`src/clock_output_pkg.sv`:
```
// What this block does
// - Power-down bit 7 turns output seven driver off.
// - Bit 5 picks first or second PLL for divider.
// - Invert bit 4 inverts output seven clock.
// - Source code zero routes crystal straight to output.
// - Source code one buffers external clock input out.
// - Source code three feeds output from divider.
// - Drive field codes select 2, 4, 6, 8 mA.
// - Disable-state register holds two bits per output.
// - Disabled output driven low on 00, high 01.
// - Field 10 puts disabled output in high impedance.
// - Field 11 keeps output running, ignores all disables.
// - Enable register or pin deassertion disables an output.
// - Disable-state register resets to all zeros.
`default_nettype none

package clock_output_pkg;

    // Register indices; byte address on the bus is four times the index.
    localparam logic [7:0] IDX_STATUS        = 8'h00;
    localparam logic [7:0] IDX_OUTPUT_ENABLE = 8'h03;
    localparam logic [7:0] IDX_OUT7_CONTROL  = 8'h17;
    localparam logic [7:0] IDX_DISABLE_STATE = 8'h18;
    localparam int         ADDR_LSB          = 2;

    // Field positions of the output seven control register.
    localparam int POS_POWER_DOWN  = 7;
    localparam int POS_FB_INT_MODE = 6;
    localparam int POS_PLL_SELECT  = 5;
    localparam int POS_INVERT      = 4;
    localparam int POS_SOURCE_HI   = 3;
    localparam int POS_SOURCE_LO   = 2;
    localparam int POS_DRIVE_HI    = 1;
    localparam int POS_DRIVE_LO    = 0;

    // Source selection codes.
    localparam logic [1:0] SRC_CRYSTAL  = 2'h0;
    localparam logic [1:0] SRC_EXTERNAL = 2'h1;
    localparam logic [1:0] SRC_RESERVED = 2'h2;
    localparam logic [1:0] SRC_DIVIDER  = 2'h3;

    // Disabled-level codes, one two-bit field per output.
    localparam logic [1:0] DIS_LOW   = 2'h0;
    localparam logic [1:0] DIS_HIGH  = 2'h1;
    localparam logic [1:0] DIS_HIZ   = 2'h2;
    localparam logic [1:0] DIS_NEVER = 2'h3;
    localparam int         DIS_FIELD_WIDTH = 2;

    // Reset values.
    localparam logic [7:0] RST_OUT7_CONTROL  = 8'h00;
    localparam logic [7:0] RST_DISABLE_STATE = 8'h00;
    localparam logic [7:0] RST_OUTPUT_ENABLE = 8'h00;

    // Status register layout.
    localparam int POS_STAT_PIN_LEVEL = 0;
    localparam int POS_STAT_DISABLED  = 1;
    localparam int POS_STAT_OUT7_LIVE = 5;

    // Synchroniser depth for every pin input.
    localparam int SYNC_STAGES = 2;

endpackage : clock_output_pkg

`default_nettype wire

```
`src/clock_output_control.sv`:
```
// Added by the designer: the APB register port.
`default_nettype none

// Output stage control: output seven path and disabled behaviour of outputs 0 to 3.
module clock_output_control (
    input  wire logic        pclk,
    input  wire logic        presetn,
    input  wire logic        psel,
    input  wire logic        penable,
    input  wire logic        pwrite,
    input  wire logic [31:0] paddr,
    input  wire logic [31:0] pwdata,
    output logic             pready,
    output logic [31:0]      prdata,
    output logic             pslverr,
    input  wire logic        crystal_oscillator,
    input  wire logic        external_clock_input,
    input  wire logic        first_pll,
    input  wire logic        second_pll,
    input  wire logic [3:0]  out_source,
    input  wire logic        output_enable_low_pin,
    output logic [3:0]       out_pin,
    output logic [3:0]       out_pin_oe,
    output logic             output_seven,
    output logic             output_seven_oe,
    output logic [1:0]       out7_drive_strength,
    output logic             second_feedback_integer_mode
);

    localparam int NUM_PINS = 9;
    localparam int PIN_CRYSTAL_OSCILLATOR = 0;
    localparam int PIN_EXT  = 1;
    localparam int PIN_PLL1 = 2;
    localparam int PIN_PLL2 = 3;
    localparam int PIN_OEB  = 4;
    localparam int PIN_OUT0 = 5;
    localparam int ADDR_LSB_P = clock_output_pkg::ADDR_LSB;

    // ------------------------------------------------------------------
    // Pin synchronisers.
    // ------------------------------------------------------------------

    logic [NUM_PINS-1:0] pin_raw;
    logic [NUM_PINS-1:0] pin_meta_reg;
    logic [NUM_PINS-1:0] pin_sync_reg;

    assign pin_raw = {out_source, output_enable_low_pin, second_pll, first_pll,
                      external_clock_input, crystal_oscillator};

    // Every pin input is asynchronous to pclk, so the first stage feeds only the second.
    always_ff @(posedge pclk or negedge presetn) begin
        if (!presetn) begin
            pin_meta_reg <= '0;
        end else begin
            pin_meta_reg <= pin_raw;
        end
    end

    // Second synchroniser stage; the only stage that logic may read.
    always_ff @(posedge pclk or negedge presetn) begin
        if (!presetn) begin
            pin_sync_reg <= '0;
        end else begin
            pin_sync_reg <= pin_meta_reg;
        end
    end

    // ------------------------------------------------------------------
    // APB slave.
    // ------------------------------------------------------------------

    logic [7:0] out7_control_reg;
    logic [7:0] disable_state_reg;
    logic [7:0] output_enable_reg;
    logic [7:0] status_value;
    logic [7:0] reg_index;
    logic       addr_aligned;
    logic       addr_mapped;
    logic       access_done;
    logic       write_strobe;
    logic [7:0] read_value;

    assign reg_index    = paddr[ADDR_LSB_P+7:ADDR_LSB_P];
    assign addr_aligned = (paddr[ADDR_LSB_P-1:0] == '0)
                       && (paddr[31:ADDR_LSB_P+8] == '0);
    assign addr_mapped  = addr_aligned
                       && ((reg_index == clock_output_pkg::IDX_STATUS)
                        || (reg_index == clock_output_pkg::IDX_OUTPUT_ENABLE)
                        || (reg_index == clock_output_pkg::IDX_OUT7_CONTROL)
                        || (reg_index == clock_output_pkg::IDX_DISABLE_STATE));

    // The access completes at the edge where pready is high with psel and penable.
    assign access_done  = psel && penable && pready;
    assign write_strobe = access_done && pwrite && addr_mapped;

    // One wait state: pready rises in the second access cycle, then drops again.
    // Registering it keeps pready a clean flop output at the cost of one cycle.
    always_ff @(posedge pclk or negedge presetn) begin
        if (!presetn) begin
            pready <= 1'b0;
        end else begin
            pready <= psel && penable && !pready;
        end
    end

    // Read mux; bits above the eight-bit register read as zero.
    always_comb begin
        read_value = 8'h00;
        if (reg_index == clock_output_pkg::IDX_STATUS) begin
            read_value = status_value;
        end else if (reg_index == clock_output_pkg::IDX_OUTPUT_ENABLE) begin
            read_value = output_enable_reg;
        end else if (reg_index == clock_output_pkg::IDX_OUT7_CONTROL) begin
            read_value = out7_control_reg;
        end else if (reg_index == clock_output_pkg::IDX_DISABLE_STATE) begin
            read_value = disable_state_reg;
        end
    end

    // Read data and error are loaded together with pready so they are valid with it.
    always_ff @(posedge pclk or negedge presetn) begin
        if (!presetn) begin
            prdata  <= 32'h0000_0000;
            pslverr <= 1'b0;
        end else if (psel && penable && !pready) begin
            prdata  <= (addr_mapped && !pwrite) ? {24'h00_0000, read_value}
                                                : 32'h0000_0000;
            pslverr <= !addr_mapped;
        end else begin
            prdata  <= 32'h0000_0000;
            pslverr <= 1'b0;
        end
    end

    // Output seven control; the status register is read only.
    always_ff @(posedge pclk or negedge presetn) begin
        if (!presetn) begin
            out7_control_reg <= clock_output_pkg::RST_OUT7_CONTROL;
        end else if (write_strobe && reg_index == clock_output_pkg::IDX_OUT7_CONTROL) begin
            out7_control_reg <= pwdata[7:0];
        end
    end

    // Two bits per output 0 to 3, all zero after reset.
    always_ff @(posedge pclk or negedge presetn) begin
        if (!presetn) begin
            disable_state_reg <= clock_output_pkg::RST_DISABLE_STATE;
        end else if (write_strobe && reg_index == clock_output_pkg::IDX_DISABLE_STATE) begin
            disable_state_reg <= pwdata[7:0];
        end
    end

    // A one in bit n disables output n; bits 7:4 are stored for outputs outside this block.
    always_ff @(posedge pclk or negedge presetn) begin
        if (!presetn) begin
            output_enable_reg <= clock_output_pkg::RST_OUTPUT_ENABLE;
        end else if (write_strobe && reg_index == clock_output_pkg::IDX_OUTPUT_ENABLE) begin
            output_enable_reg <= pwdata[7:0];
        end
    end

    // ------------------------------------------------------------------
    // Output seven path.
    // ------------------------------------------------------------------

    logic       out7_power_down;
    logic       out7_divider_pll_select;
    logic       out7_invert;
    logic [1:0] out7_source_select;
    logic       divider_ref;
    logic       divider_ref_prev_reg;
    logic       divider_out_reg;
    logic       out7_selected;
    logic       out7_live;

    assign out7_power_down         = out7_control_reg[clock_output_pkg::POS_POWER_DOWN];
    assign out7_divider_pll_select = out7_control_reg[clock_output_pkg::POS_PLL_SELECT];
    assign out7_invert             = out7_control_reg[clock_output_pkg::POS_INVERT];
    assign out7_source_select      = out7_control_reg[clock_output_pkg::POS_SOURCE_HI:
                                                      clock_output_pkg::POS_SOURCE_LO];

    // Reference of the divider: first PLL on 0, second PLL on 1.
    assign divider_ref = out7_divider_pll_select ? pin_sync_reg[PIN_PLL2]
                                                 : pin_sync_reg[PIN_PLL1];

    // Remember the previous reference level to find its rising edges.
    always_ff @(posedge pclk or negedge presetn) begin
        if (!presetn) begin
            divider_ref_prev_reg <= 1'b0;
        end else begin
            divider_ref_prev_reg <= divider_ref;
        end
    end

    // The divider stage is a fixed divide-by-two of its reference; its ratio
    // registers live outside this block, so only the stage's existence is modelled.
    always_ff @(posedge pclk or negedge presetn) begin
        if (!presetn) begin
            divider_out_reg <= 1'b0;
        end else if (divider_ref && !divider_ref_prev_reg) begin
            divider_out_reg <= !divider_out_reg;
        end
    end

    // Source selection; the reserved code selects a constant low, which the invert bit still applies to.
    always_comb begin
        case (out7_source_select)
            clock_output_pkg::SRC_CRYSTAL:  out7_selected = pin_sync_reg[PIN_CRYSTAL_OSCILLATOR];
            clock_output_pkg::SRC_EXTERNAL: out7_selected = pin_sync_reg[PIN_EXT];
            clock_output_pkg::SRC_DIVIDER:  out7_selected = divider_out_reg;
            default:                        out7_selected = 1'b0;
        endcase
    end

    assign out7_live = !out7_power_down;

    // Output seven pin: inverted on request, driver off and low while powered down.
    always_ff @(posedge pclk or negedge presetn) begin
        if (!presetn) begin
            output_seven    <= 1'b0;
            output_seven_oe <= 1'b0;
        end else if (out7_power_down) begin
            output_seven    <= 1'b0;
            output_seven_oe <= 1'b0;
        end else begin
            output_seven    <= out7_selected ^ out7_invert;
            output_seven_oe <= 1'b1;
        end
    end

    // Drive strength code goes to the pad: 00/01/10/11 = 2/4/6/8 mA.
    always_ff @(posedge pclk or negedge presetn) begin
        if (!presetn) begin
            out7_drive_strength <= 2'h0;
        end else begin
            out7_drive_strength <= out7_control_reg[clock_output_pkg::POS_DRIVE_HI:
                                                    clock_output_pkg::POS_DRIVE_LO];
        end
    end

    // The integer-mode bit is only stored and handed on; software owns its value.
    always_ff @(posedge pclk or negedge presetn) begin
        if (!presetn) begin
            second_feedback_integer_mode <= 1'b0;
        end else begin
            second_feedback_integer_mode <=
                out7_control_reg[clock_output_pkg::POS_FB_INT_MODE];
        end
    end

    // ------------------------------------------------------------------
    // Outputs 0 to 3 and their disabled behaviour.
    // ------------------------------------------------------------------

    logic       pin_disable;
    logic [3:0] disable_request;
    logic [3:0] stage_disabled;

    // The pin is active low: a high level asks every output to disable.
    assign pin_disable     = pin_sync_reg[PIN_OEB];
    assign disable_request = output_enable_reg[3:0] | {4{pin_disable}};

    genvar gi;
    generate
        for (gi = 0; gi < 4; gi++) begin : g_out
            // Field of output n sits at bits 2n+1:2n.
            output_disable_stage u_stage (
                .pclk                  (pclk),
                .presetn               (presetn),
                .source_clk            (pin_sync_reg[PIN_OUT0+gi]),
                .output_disabled_level (disable_state_reg[gi*2 +: 2]),
                .disable_request       (disable_request[gi]),
                .pin_out               (out_pin[gi]),
                .pin_oe                (out_pin_oe[gi]),
                .is_disabled           (stage_disabled[gi])
            );
        end
    endgenerate

    // Status: pin level, outputs actually parked, and output seven driver state.
    always_comb begin
        status_value = 8'h00;
        status_value[clock_output_pkg::POS_STAT_PIN_LEVEL] = pin_disable;
        status_value[clock_output_pkg::POS_STAT_DISABLED +: 4] = stage_disabled;
        status_value[clock_output_pkg::POS_STAT_OUT7_LIVE] = out7_live;
    end

endmodule : clock_output_control

`default_nettype wire

```
`src/output_disable_stage.sv`:
```
`default_nettype none

// One output of the group 0 to 3: passes its clock or parks it as its field says.
module output_disable_stage (
    input  wire logic       pclk,
    input  wire logic       presetn,
    input  wire logic       source_clk,
    input  wire logic [1:0] output_disabled_level,
    input  wire logic       disable_request,
    output logic            pin_out,
    output logic            pin_oe,
    output logic            is_disabled
);

    logic parked;

    // Field 11 overrides every disable request, from register or pin.
    assign parked = disable_request
                  && (output_disabled_level != clock_output_pkg::DIS_NEVER);

    // The pin level and enable are registered so the pads never see a glitch.
    always_ff @(posedge pclk or negedge presetn) begin
        if (!presetn) begin
            pin_out     <= 1'b0;
            pin_oe      <= 1'b0;
            is_disabled <= 1'b0;
        end else begin
            is_disabled <= parked;
            if (!parked) begin
                pin_out <= source_clk;
                pin_oe  <= 1'b1;
            end else begin
                case (output_disabled_level)
                    clock_output_pkg::DIS_LOW: begin
                        pin_out <= 1'b0;
                        pin_oe  <= 1'b1;
                    end
                    clock_output_pkg::DIS_HIGH: begin
                        pin_out <= 1'b1;
                        pin_oe  <= 1'b1;
                    end
                    clock_output_pkg::DIS_HIZ: begin
                        pin_out <= 1'b0;
                        pin_oe  <= 1'b0;
                    end
                    default: begin
                        pin_out <= source_clk;
                        pin_oe  <= 1'b1;
                    end
                endcase
            end
        end
    end

endmodule : output_disable_stage

`default_nettype wire
```
`config.mk`:
```
export PLATFORM = sky130hd
export DESIGN_NAME = clock_output_control
export DESIGN_NICKNAME = d
export VERILOG_FILES = /design/src/clock_output_pkg.sv /design/src/clock_output_control.sv /design/src/output_disable_stage.sv
export SDC_FILE = /design/constraint.sdc
export NUM_CORES = 1
export LEC_CHECK = 0
export BUFFER_PORTS_ARGS = -buffer_cell sky130_fd_sc_hd__clkbuf_2
export CAP_MARGIN = 20
export CORE_UTILIZATION = 43
export DETAILED_ROUTE_END_ITERATION = 10
export PLACE_DENSITY = 0.76
export SYNTH_ARGS = -nofsm -noshare
export SYNTH_HDL_FRONTEND = slang
export SYNTH_SLANG_ARGS = --single-unit
```
`constraint.sdc`:
```
create_clock -name pclk -period 1.7 [get_ports pclk]
set_input_delay 0.255 -clock pclk [delete_from_list [all_inputs] [get_ports pclk]]
set_output_delay 0.255 -clock pclk [all_outputs]
set_load 0.05 [all_outputs]
```
# Word level (Yosys, flattened, before mapping)
# Index checks and enable logic that the tools add are counted.
dict set report totals {
  out_inout_bits 47
  input_bits 78
  word_cells 109
  register_bits 95
}
dict set report classes {
  n_eq_ne 17
  bitwise 2
  n_mux 27
  n_reduce_logical 37
}
# cell count
set op_table {}
lappend op_table {{2-to-1 mux 8 bit} 6}
lappend op_table {{zero test 22 bit} 1}
lappend op_table {{== test 8 x 5 -> 1 bit (second input constant)} 2}
lappend op_table {{logical AND 1 bit} 16}
lappend op_table {{2-to-1 mux 1 bit} 16}
lappend op_table {{zero test 2 bit} 6}
lappend op_table {{== test 2 x 1 -> 1 bit (second input constant)} 5}
lappend op_table {{== test 2 bit (second input constant)} 5}
lappend op_table {{== test 8 x 2 -> 1 bit (second input constant)} 1}
lappend op_table {{zero test 8 bit} 1}
lappend op_table {{!= test 2 bit (second input constant)} 4}
lappend op_table {{case mux 1 bit (2 select lines)} 4}
lappend op_table {{OR reduction 2 bit} 4}
lappend op_table {{zero test 1 bit} 6}
lappend op_table {{OR 4 bit} 1}
lappend op_table {{logical OR 1 bit} 3}
lappend op_table {{case mux 1 bit (3 select lines)} 1}
lappend op_table {{XOR 1 bit} 1}

# Logic depth before layout (Yosys ltp)
# Gate-level depths: netlist of the first run.
dict set report depth {
  word_depth 8
  ltp_mapped 6
  mapped_depth_nobuf 4
}

# Cells and area by module
# Synthesis of the first run repeated with hierarchy kept, for this count alone.
dict set report unflattened {
  cells_unflattened 234
  hier_area_um2 2982.9
}
# mod seq_area_each_um2 instances cells_each area_each_um2
set by_module_without_submodules {}
lappend by_module_without_submodules {clock_output_control 1476.4 1 198 2527.4}
lappend by_module_without_submodules {output_disable_stage 75.1 4 9 113.9}

# Least setup slack after synthesis of the first run
# Ideal clock, no wire load.
dict set report synth_timing {
  path_kind {reg2reg}
  start {reg pready}
  end {reg disable_state_reg[0]}
  path_slack_ns -0.331
  path_buffers 0
  required_time_ns 1.575
  setup_ns 0.125
  path_stages_with_launch 4
  arrival_ns 1.906
  synth_period_minus_slack_ns 2.031
  cell_sequence {dfrtp_1 > nand4_1 > nor4_4 > mux2_2}
}
dict set report synth_via {
  elab_chain_cells 4
}
# item line
set synth_lines {}
lappend synth_lines {{start, declared} clock_output_control.sv:13} ;# output logic pready,
lappend synth_lines {{start signal, assigned} clock_output_control.sv:102} ;# pready <= psel && penable && !pready;
lappend synth_lines {{logical AND 1 bit} clock_output_control.sv:93} ;# assign access_done = psel && penable && pready;
lappend synth_lines {{logical AND 1 bit (2 in series)} clock_output_control.sv:94} ;# assign write_strobe = access_done && pwrite && addr_mapped;
lappend synth_lines {{logical AND 1 bit} clock_output_control.sv:148} ;# end else if (write_strobe && reg_index == clock_output_pkg::IDX_DISABLE_STATE) begin
lappend synth_lines {{end signal, assigned} clock_output_control.sv:147} ;# disable_state_reg <= clock_output_pkg::RST_DISABLE_STATE;
lappend synth_lines {{end signal, assigned} clock_output_control.sv:149} ;# disable_state_reg <= pwdata[7:0];
lappend synth_lines {{end, declared} clock_output_control.sv:73} ;# logic [7:0] disable_state_reg;
# Every way passes these cells.
# A chain may end at the register's enable or synchronous reset.

# Final worst setup path of the first run
dict set report layout_timing {
  start {reg pready}
  end {reg prdata[3]}
}
dict set report layout_via {
  elab_chain_cells 3
}
# item line
set layout_lines {}
lappend layout_lines {{zero test 1 bit} clock_output_control.sv:125} ;# end else if (psel && penable && !pready) begin
lappend layout_lines {{logical AND 1 bit} clock_output_control.sv:125}
lappend layout_lines {{2-to-1 mux 8 bit} clock_output_control.sv:125}
lappend layout_lines {{end signal, assigned} clock_output_control.sv:126} ;# prdata <= (addr_mapped && !pwrite) ? {24'h00_0000, read_value}
lappend layout_lines {{end, declared} clock_output_control.sv:14} ;# output logic [31:0] prdata,
# Every way passes these cells.

==> results.json, run 1 <==
{
  "status": "complete, no violations",
  "wirelength_mm": 5.93,
  "p_per_area_nw_per_um2": 909,
  "p_leak_nw": 1.93,
  "area_delta_synth_final_pct": 28.7,
  "fin_hold_ws_ns": 0.0223,
  "routedWlPerCell_um": 13.3,
  "via_per_inst": 4.81,
  "fmax_mhz": 631,
  "rows": 30,
  "maxCapViolCount": 0,
  "finClkSkew_ns": 0.00964,
  "crit_fanout": 6,
  "hold_end": "pin_meta_reg[8]",
  "synth_flop_cell": "dfrtp_1",
  "io_pins": 125,
  "cts_tree": "yes",
  "worstSetupPathType": "register to register",
  "yosys-top-cells-count": "71 x dfrtp_1, 32 x buf_4, 25 x mux2_2",
  "firstDrtPassIters": 4,
  "synth.area.top_cells": "dfrtp_1 59%, mux2_2 9.4%, buf_4 8.0%",
  "peakVddDrop_uv": 765,
  "synth_top_area_share": 0.590,
  "p_sw_uw": 917,
  "layout.nets": 421,
  "syn_area_sq_um": 3010,
  "finalHoldViolCount": 0,
  "avgSynthCellArea_sq_um": 12.4,
  "post-route-util": 0.570,
  "drv_slew": 0,
  "path_delay_family": "simple AND/OR/NAND/NOR gates",
  "hp-start": "out_source[3]",
  "dieArea_sq_um": 7340,
  "synth.distinct_cells": 35,
  "r2r_start": "pready",
  "internal_power_mw": 2.60,
  "numCtsBuffers": 9,
  "p_clk_frac": 0.390,
  "swShare": 0.260,
  "place.gp.congestion": 0.809,
  "drc": 0,
  "ant_nets": 0,
  "clock_latency_ns": 0.35,
  "htreeDepth": 3,
  "combPwrFrac": 0.110,
  "gr-total-overflow": 0,
  "clk_pin_slew_ns": 0.08,
  "core_area_sq_um": 6790,
  "antenna_found_initial": 0,
  "reg2reg_slack_ns": 0.12,
  "cts_sinks": 71,
  "clock_path_buffers": 2,
  "start_util": 0.443,
  "synth_cells": 243,
  "holdPathStages": 1,
  "tns_ns": 0,
  "vias": 2135,
  "cp_cell_sequence": "or3_1 -> a2111oi_2 -> buf_4 -> and3_1",
  "synth.most_common_cell": "dfrtp_1",
  "grt_pass1_wl_mm": 9.72,
  "drive_gt1_frac": 0.440,
  "grt_pass1_vias": 2113,
  "post_cts_resized": 0,
  "worst-path-buf-inv": 1,
  "r2r-end": "prdata[3]",
  "die_w_um": 85.7,
  "die_h_um": 85.7,
  "worstSetupEndpointType": "register",
  "ys_seq_area_frac": 0.590,
  "setup_viol": 0,
  "async_flop_share": 1.00,
  "synth_largest_area_cell": "dfrtp_1",
  "ys_seq_elements": 71,
  "cts-root-buf": "clkbuf_8",
  "slowest_delay_ns": 0.43,
  "min_period_ns": 1.58,
  "min_period_over_period": 0.932,
  "diodes": 0,
  "synth_edf_count": 0,
  "rr_worst_depth": 4,
  "ys_warn_count": 0,
  "drt_iter0_drc": 110,
  "hold_path_class": "input pin to register",
  "rsz0062_at_grt": "false",
  "seq_power_share": 0.500,
  "grt_use_total": 0.176,
  "arrival_ns": 1.86,
  "port_buffers": 76,
  "crit_slowest_cell": "dfrtp_2",
  "hpwl_mm": 4.24,
  "crit_required_ns": 1.98,
  "grt_max_degree": 72,
  "cp-start-kind": "register"
}
==> logic make-up after synthesis <==
family	Yosys count	synth area share
buffers and inverters	38	0.0906
AO/OA/AOI/OAI	32	0.0711
other	1	0.00125
XOR/XNOR	3	0.00873
AND/OR/NAND/NOR	72	0.141
flip-flops	71	0.590
multiplexers	26	0.0969
==> final cells by class <==
type | count | area, sq um
fillers | 572 | 2920
flip-flops and latches | 71 | 1780
multi-input cells | 157 | 1150
repair buffers | 103 | 616
clock buffers | 11 | 151
well taps | 96 | 120
clock inverters | 5 | 56.3
inverters | 1 | 3.75
==> routing by layer <==
| metal | track usage | vias to the layer above | share of wire |
|---|---|---|---|
| li1 | - | 997 | - |
| met1 | 0.215 | 1051 | 0.44 |
| met2 | 0.295 | 80 | 0.49 |
| met3 | 0.0529 | 7 | 0.057 |
| met4 | 0.0636 | 0 | 0.012 |
| met5 | 0 | - | 0 |
==> worst register-to-register path, cell delays in order (launching register included) <==
cell,delay [ns]
dfrtp_2,0.43
or3_1,0.39
a2111oi_2,0.34
buf_4,0.19
and3_1,0.18
==> power by group through the flow <==
stage / clock, mW / sequential, mW / combinational [mW]
floorplan: 0 / 1.80 / 0.267
global placement: 0 / 1.79 / 0.369
detailed placement: 0 / 1.79 / 0.377
CTS: 1.40 / 1.76 / 0.391
global route: 1.48 / 1.76 / 0.422
finish: 1.37 / 1.76 / 0.389
==> through the flow <==
| stage | cells | power (mW) | area [sq um] | setup slack (ns) |
|---|---|---|---|---|
| CTS | 443 | 3.55 | 3860 | 0.000205 |
| global route | 444 | 3.66 | 3870 | 0.0177 |
| floorplan | 266 | 2.07 | 3200 | -0.130 |
| global placement | 419 | 2.16 | 3580 | -0.204 |
| finish | 444 | 3.52 | 3870 | 0.116 |
| detailed placement | 419 | 2.17 | 3580 | -0.210 |
==> placed cells by master (no fill, tap or decap), types with 7 or more instances in the layout <==
master	count
nand2_1	15
buf_4	18
nor4_4	7
conb_1	24
dlygate4sd3_1	8
mux2_2	22
o21ai_0	7
clkbuf_8	11
dfrtp_1	70
and3_1	8
a22oi_1	8
nor2_1	23
clkbuf_2	75
==> worst max-delay path by stage <==
stage / depth (start not counted) / from / to / slack [ns]
2_1_floorplan: 5 / paddr[2] / disable_state_reg[0] / -0.13
3_3_place_gp: 6 / paddr[21] / out7_control_reg[6] / -0.20
3_5_place_dp: 6 / paddr[27] / out7_control_reg[6] / -0.21
4_1_cts: 4 / pready / disable_state_reg[6] / 0.0002
5_1_grt: 4 / pready / prdata[3] / 0.02
6_report: 4 / pready / prdata[3] / 0.12
==> repair_timing <==
| action | 4_1_cts | 5_1_grt |
|---|---|---|
| setup endpoints to repair | 0 | 21 |
| buffers inserted | 0 | 1 |
| endpoints found under the hold margin | 78 | 0 |
| hold buffers | 8 | 0 |
(Power assumes the default switching activity.)
==> inputs of run 2 (changes only) <==
--- a/config.mk
+++ b/config.mk
@@ -5,11 +5,12 @@
 export SDC_FILE = /design/constraint.sdc
 export NUM_CORES = 1
 export LEC_CHECK = 0
-export BUFFER_PORTS_ARGS = -buffer_cell sky130_fd_sc_hd__clkbuf_2
 export CAP_MARGIN = 20
-export CORE_UTILIZATION = 43
+export CORE_UTILIZATION = 56
 export DETAILED_ROUTE_END_ITERATION = 10
-export PLACE_DENSITY = 0.76
+export DONT_BUFFER_PORTS = 1
+export HOLD_SLACK_MARGIN = 0.12
+export PLACE_DENSITY = 0.74
 export SYNTH_ARGS = -nofsm -noshare
 export SYNTH_HDL_FRONTEND = slang
 export SYNTH_SLANG_ARGS = --single-unit
==> run 2 against run 1 <==
  * The run now ends with hold timing left
  * Sequential share of layout area is 4.4 points higher
  * Cell count decreased by 21%
  * Register-to-register slack worse by 0.03 ns
  * Non-clock buffer count down 66
  * Via count shrank 11%
  * Sequential power barely moved
  * Clock power down 11%
  * Critical path type is now input pin to register
  * Critical endpoint is now prdata[5]
==> results.json, run 2 (same netlist as run 1, synthesis figures left out) <==
{
  "io_pins": 125,
  "start_util": 0.585,
  "final_cell_area_sq_um": 3540,
  "tns_ns": 0,
  "firstDrtPassIters": 4,
  "rsz0062_at_grt": "false",
  "fmax_mhz": 615,
  "clock_path_buffers": 2,
  "rr_worst_depth": 4,
  "placed_cell_area_sq_um": 3150,
  "crit_fanout": 6,
  "cts_hold_buf": 19,
  "drive_gt1_frac": 0.270,
  "worstSetupPathType": "input pin to register",
  "grt_max_degree": 72,
  "wirelength_mm": 5.46,
  "final_common_cell": "dfrtp_1",
  "grt_use_met3": 0.0767,
  "gr-total-overflow": 0,
  "cts_tree": "yes",
  "maxCapViolCount": 0,
  "core_area_sq_um": 5140,
  "grt_pass1_vias": 1775,
  "final_cell_mix": "70 x dfrtp_1, 24 x conb_1, 23 x nor2_1, 22 x mux2_2, 19 x dlygate4sd3_1",
  "multiInputGateArea_sq_um": 1160,
  "place.gp.congestion": 0.791,
  "cts-root-buf": "clkbuf_8",
  "die_h_um": 75.3,
  "grt_pass1_wl_mm": 8.38,
  "worstSetupEndpointType": "register",
  "post-route-util": 0.688,
  "grt_use_total": 0.210,
  "clock_latency_ns": 0.35,
  "fin_hold_ws_ns": -0.408,
  "drv_slew": 0,
  "regArea_sq_um": 1780,
  "p_leak_nw": 1.62,
  "routedWlPerCell_um": 15.5,
  "vias": 1903,
  "n_fill_cell": 401,
  "diodes": 0,
  "p_per_area_nw_per_um2": 922,
  "clk_pin_slew_ns": 0.08,
  "grt_util_met2": 0.316,
  "min_period_ns": 1.63,
  "postCtsSetupBuffers": 0,
  "hpwl_mm": 3.74,
  "min_period_over_period": 0.956,
  "cts_sinks": 71,
  "drt_iter0_drc": 108,
  "drc": 0,
  "numCtsBuffers": 9,
  "antenna_found_initial": 0,
  "area_delta_synth_final_pct": 17.5,
  "hold_path_class": "input pin to async pin",
  "status": "complete, but fails checks",
  "setup_viol": 0,
  "port_buffers": 0,
  "crit_required_ns": 1.98,
  "top_usage_layer": "met2",
  "grt_util_met1": 0.275,
  "die_w_um": 75.3,
  "via_per_inst": 5.41,
  "violations": "hold timing",
  "peakVddDrop_uv": 645,
  "dieArea_sq_um": 5670,
  "finClkSkew_ns": 0.00920,
  "cp-start-kind": "input pin",
  "htreeDepth": 3,
  "rows": 26,
  "arrival_ns": 1.91,
  "layout.nets": 355,
  "finalHoldViolCount": 71,
  "ant_nets": 0
}
-- run 2: cell count changes in the layout (fill, tap and decap cells not counted), sizes merged --
cell,previous run,this run
dlygate4sd3,8,19
bufinv,1,0
buf,20,18
clkbuf,86,10
clkinv,3,2
inv,1,2
clkinvlp,1,3
-- run 2: layout make-up --
class                           count  share of cell area
Sequential cell                    71               0.503
Multi-Input combinational cell    157               0.328
Timing Repair Buffer               37              0.0920
Clock buffer                       10              0.0389
Tap cell                           70              0.0248
Clock inverter                      6              0.0127
Inverter                            1             0.00106
-- run 2: timing repair --
item,CTS,global route
hold endpoints to repair,106,71
resized for setup,0,1
endpoints found under the setup margin,0,5
-- run 2: metrics by stage --
stage / instances / power, mW / setup slack [ns]
floorplan: 266 / 2.07 / -0.130
global placement: 317 / 2.03 / -0.0890
detailed placement: 317 / 2.03 / -0.0930
CTS: 352 / 3.29 / 0.102
global route: 352 / 3.40 / 0.0109
finish: 352 / 3.26 / 0.0741
-- run 2: worst max-delay path: stages --
cell           delay [ns]
dlygate4sd3_1        0.52
nand2_1              0.06
or3_1                0.37
a2111oi_4            0.34
buf_4                0.19
and3_1               0.17
-- run 2: where the power goes --
group	internal, mW	switching, mW	leakage (nW)	total, mW
registers	1.74	0.0531	0.898	1.79
logic	0.0750	0.175	0.641	0.250
clock network	0.573	0.647	0.0849	1.22
total	2.38	0.875	1.62	3.26
-- run 2: path summary, 6_finish.rpt --
path	end	start	slack [ns]
max	prdata[5]	penable	0.07
min	pin_meta_reg[7]	presetn	-0.41
max reg2reg	prdata[5]	pready	0.09
min reg2reg	pin_sync_reg[8]	pin_meta_reg[8]	0.35
max in group asynchronous	pready	presetn	1.98
min in group pclk	prdata[6]	paddr[3]	0.25
-- run 2: metal layers --
metal,vias up,routed length [um]
met5,-,0
met4,0,76
met3,6,303
met2,65,2680
met1,958,2400
li1,874,-
==> inputs of run 3 (changes only) <==
--- a/config.mk
+++ b/config.mk
@@ -5,6 +5,7 @@
 export SDC_FILE = /design/constraint.sdc
 export NUM_CORES = 1
 export LEC_CHECK = 0
+export ABC_AREA = 1
 export CAP_MARGIN = 20
 export CORE_UTILIZATION = 56
 export DETAILED_ROUTE_END_ITERATION = 10
==> run 3 against run 2 <==
  * Area after synthesis grew 7.0%
  * Count of clock-buffer cells in the layout grew 2
  * Wire length grew 14%
  * Combinational power shrank 6%
  * Largest cell class unchanged
  * Clock power grew 16%
  * The run still ends with hold timing left
  * Highest routed layer unchanged
  * Synthesized cell count grew 47%
  * Flip-flop and latch count is the same
  * Sequential share of layout area shrank 0.62 points
==> results.json, run 3 <==
{
  "status": "complete, but fails checks",
  "violations": "hold timing",
  "slowest_delay_ns": 0.40,
  "grt_max_degree": 72,
  "layout.nets": 456,
  "grt_use_total": 0.232,
  "start_util": 0.581,
  "setup_viol": 0,
  "arrival_ns": 1.52,
  "ys_seq_elements": 71,
  "reg2reg_slack_ns": 0.41,
  "firstDrtPassIters": 4,
  "worst-path-buf-inv": 0,
  "ys_warn_count": 0,
  "p_per_area_nw_per_um2": 961,
  "cts-root-buf": "clkbuf_8",
  "hold_path_class": "input pin to async pin",
  "drc": 0,
  "grt_pass1_vias": 2266,
  "cts_sinks": 71,
  "min_period_ns": 1.29,
  "synth.distinct_cells": 26,
  "drt_iter0_drc": 139,
  "diodes": 0,
  "rr_worst_depth": 5,
  "numCtsBuffers": 9,
  "drive_gt1_frac": 0.117,
  "combPwrFrac": 0.069,
  "rsz0062_at_grt": "false",
  "crit_required_ns": 1.93,
  "wirelength_mm": 6.21,
  "final_cell_mix": "99 x nand2_1, 71 x dfrtp_1, 47 x nor2_1, 25 x nand4_1, 24 x conb_1",
  "synth.most_common_cell": "nand2_1",
  "postCtsSetupBuffers": 0,
  "antenna_found_initial": 0,
  "syn_area_sq_um": 3220,
  "synth_top_area_share": 0.552,
  "final_common_cell": "nand2_1",
  "finClkSkew_ns": 0.00752,
  "cts_tree": "yes",
  "p_sw_uw": 843,
  "cp_cell_sequence": "nand2_1 -> nor2_2 -> nand4_2 -> nand2_1 -> nand2_1",
  "p_leak_nw": 1.79,
  "worstSetupEndpointType": "register",
  "total_power_mw": 3.44,
  "path_delay_family": "simple AND/OR/NAND/NOR gates",
  "r2r_start": "pready",
  "synth_flop_cell": "dfrtp_1",
  "fin_hold_ws_ns": -0.397,
  "crit_fanout": 8,
  "synth.area.top_cells": "dfrtp_1 55%, nand2_1 12%, buf_4 7.9%",
  "io_pins": 125,
  "crit_start": "pready",
  "cts_hold_buf": 17,
  "gr-total-overflow": 0,
  "min_period_over_period": 0.758,
  "die_w_um": 77.8,
  "worstSetupPathType": "register to register",
  "peakVddDrop_uv": 621,
  "via_per_inst": 5.12,
  "cp_common_cell": "nand2_1",
  "area_delta_synth_final_pct": 11.2,
  "clk_pin_slew_ns": 0.07,
  "core_area_sq_um": 5540,
  "finalHoldViolCount": 71,
  "fmax_mhz": 776,
  "rows": 27,
  "ant_nets": 0,
  "vias": 2328,
  "cp-start-kind": "register",
  "seq_power_share": 0.519,
  "yosys-top-cells-count": "99 x nand2_1, 71 x dfrtp_1, 47 x nor2_1",
  "routedWlPerCell_um": 13.7,
  "drv_slew": 0,
  "synth_largest_area_cell": "dfrtp_1",
  "r2r-end": "disable_state_reg[2]",
  "dp_cells": 422,
  "fin_cells": 455,
  "internal_power_mw": 2.60,
  "synth_cells": 358,
  "die_h_um": 77.8,
  "async_flop_share": 1.00,
  "place.gp.congestion": 0.861,
  "hpwl_mm": 4.26,
  "clock_path_buffers": 2,
  "p_clk_frac": 0.412,
  "synth_edf_count": 0,
  "dieArea_sq_um": 6060,
  "swShare": 0.245,
  "grt_pass1_wl_mm": 10.5,
  "crit_slowest_cell": "dfrtp_1",
  "port_buffers": 0,
  "avgSynthCellArea_sq_um": 8.99,
  "htreeDepth": 3,
  "maxCapViolCount": 0,
  "ys_seq_area_frac": 0.552,
  "tns_ns": 0,
  "clock_latency_ns": 0.34
}
[run 3: cell count changes in the layout (fill, tap and decap cells not counted), moves of 11 or more]
cell / delta
buf_4: -11
nor2_1: +24
nand4_1: +23
inv_1: +21
mux2_2: -21
nand2_1: +84
[run 3: layout make-up]
class,instances,area [sq um]
flip-flops and latches,71,1780
well taps,72,90.1
clock inverters,4,51.3
clock buffers,12,165
inverters,24,90.1
fillers,466,1960
multi-input cells,246,1140
repair buffers,26,263
[run 3: timing repair]
action                                  in CTS  in global routing
gates resized for setup                      0                  0
endpoints found under the setup margin       0                  0
endpoints found under the hold margin      104                 71
[run 3: per-layer routing]
metal,part of all wire,up-vias,track usage
met5,0,-,0
met4,0.018,0,0.100
met3,0.073,10,0.0741
met2,0.48,89,0.358
met1,0.43,1090,0.301
li1,-,1139,-
[run 3: cell families after synthesis]
logic type | Yosys count | share of synthesized area
simple gates | 196 | 0.280
other cells | 1 | 0.00116
mux | 1 | 0.00350
buf+inv | 64 | 0.120
flops | 71 | 0.552
xor+xnor | 1 | 0.00272
compound gates | 24 | 0.0408
[run 3: worst max path at each step]
stage / depth (start not counted) / end / slack, ns
after floorplan: 5 / out7_control_reg[1] / 0.09
after global placement: 8 / out7_control_reg[6] / 0.20
after detailed placement: 8 / disable_state_reg[7] / 0.14
after CTS: 5 / disable_state_reg[7] / 0.40
after global routing: 5 / out7_control_reg[7] / 0.28
final: 5 / disable_state_reg[2] / 0.41
[run 3: stage by stage]
step / area [sq um] / utilization / worst slack (ns) / hold slack [ns]
5_1_grt: 3580 / 0.646 / 0.283 / -0.430
6_report: 3580 / 0.646 / 0.411 / -0.397
3_5_place_dp: 3190 / 0.576 / 0.142 / -0.0383
3_3_place_gp: 3190 / 0.576 / 0.199 / -0.0388
2_1_floorplan: 3310 / - / 0.0940 / -0.0406
4_1_cts: 3580 / 0.646 / 0.398 / -0.419
[run 3: power groups by stage]
stage                     logic (mW)  clock network [mW]  registers (mW)
after floorplan                0.250                   0            1.80
after global placement         0.195                   0            1.82
after detailed placement       0.197                   0            1.82
after CTS                      0.235                1.45            1.79
after global routing           0.253                1.53            1.79
final                          0.236                1.42            1.79
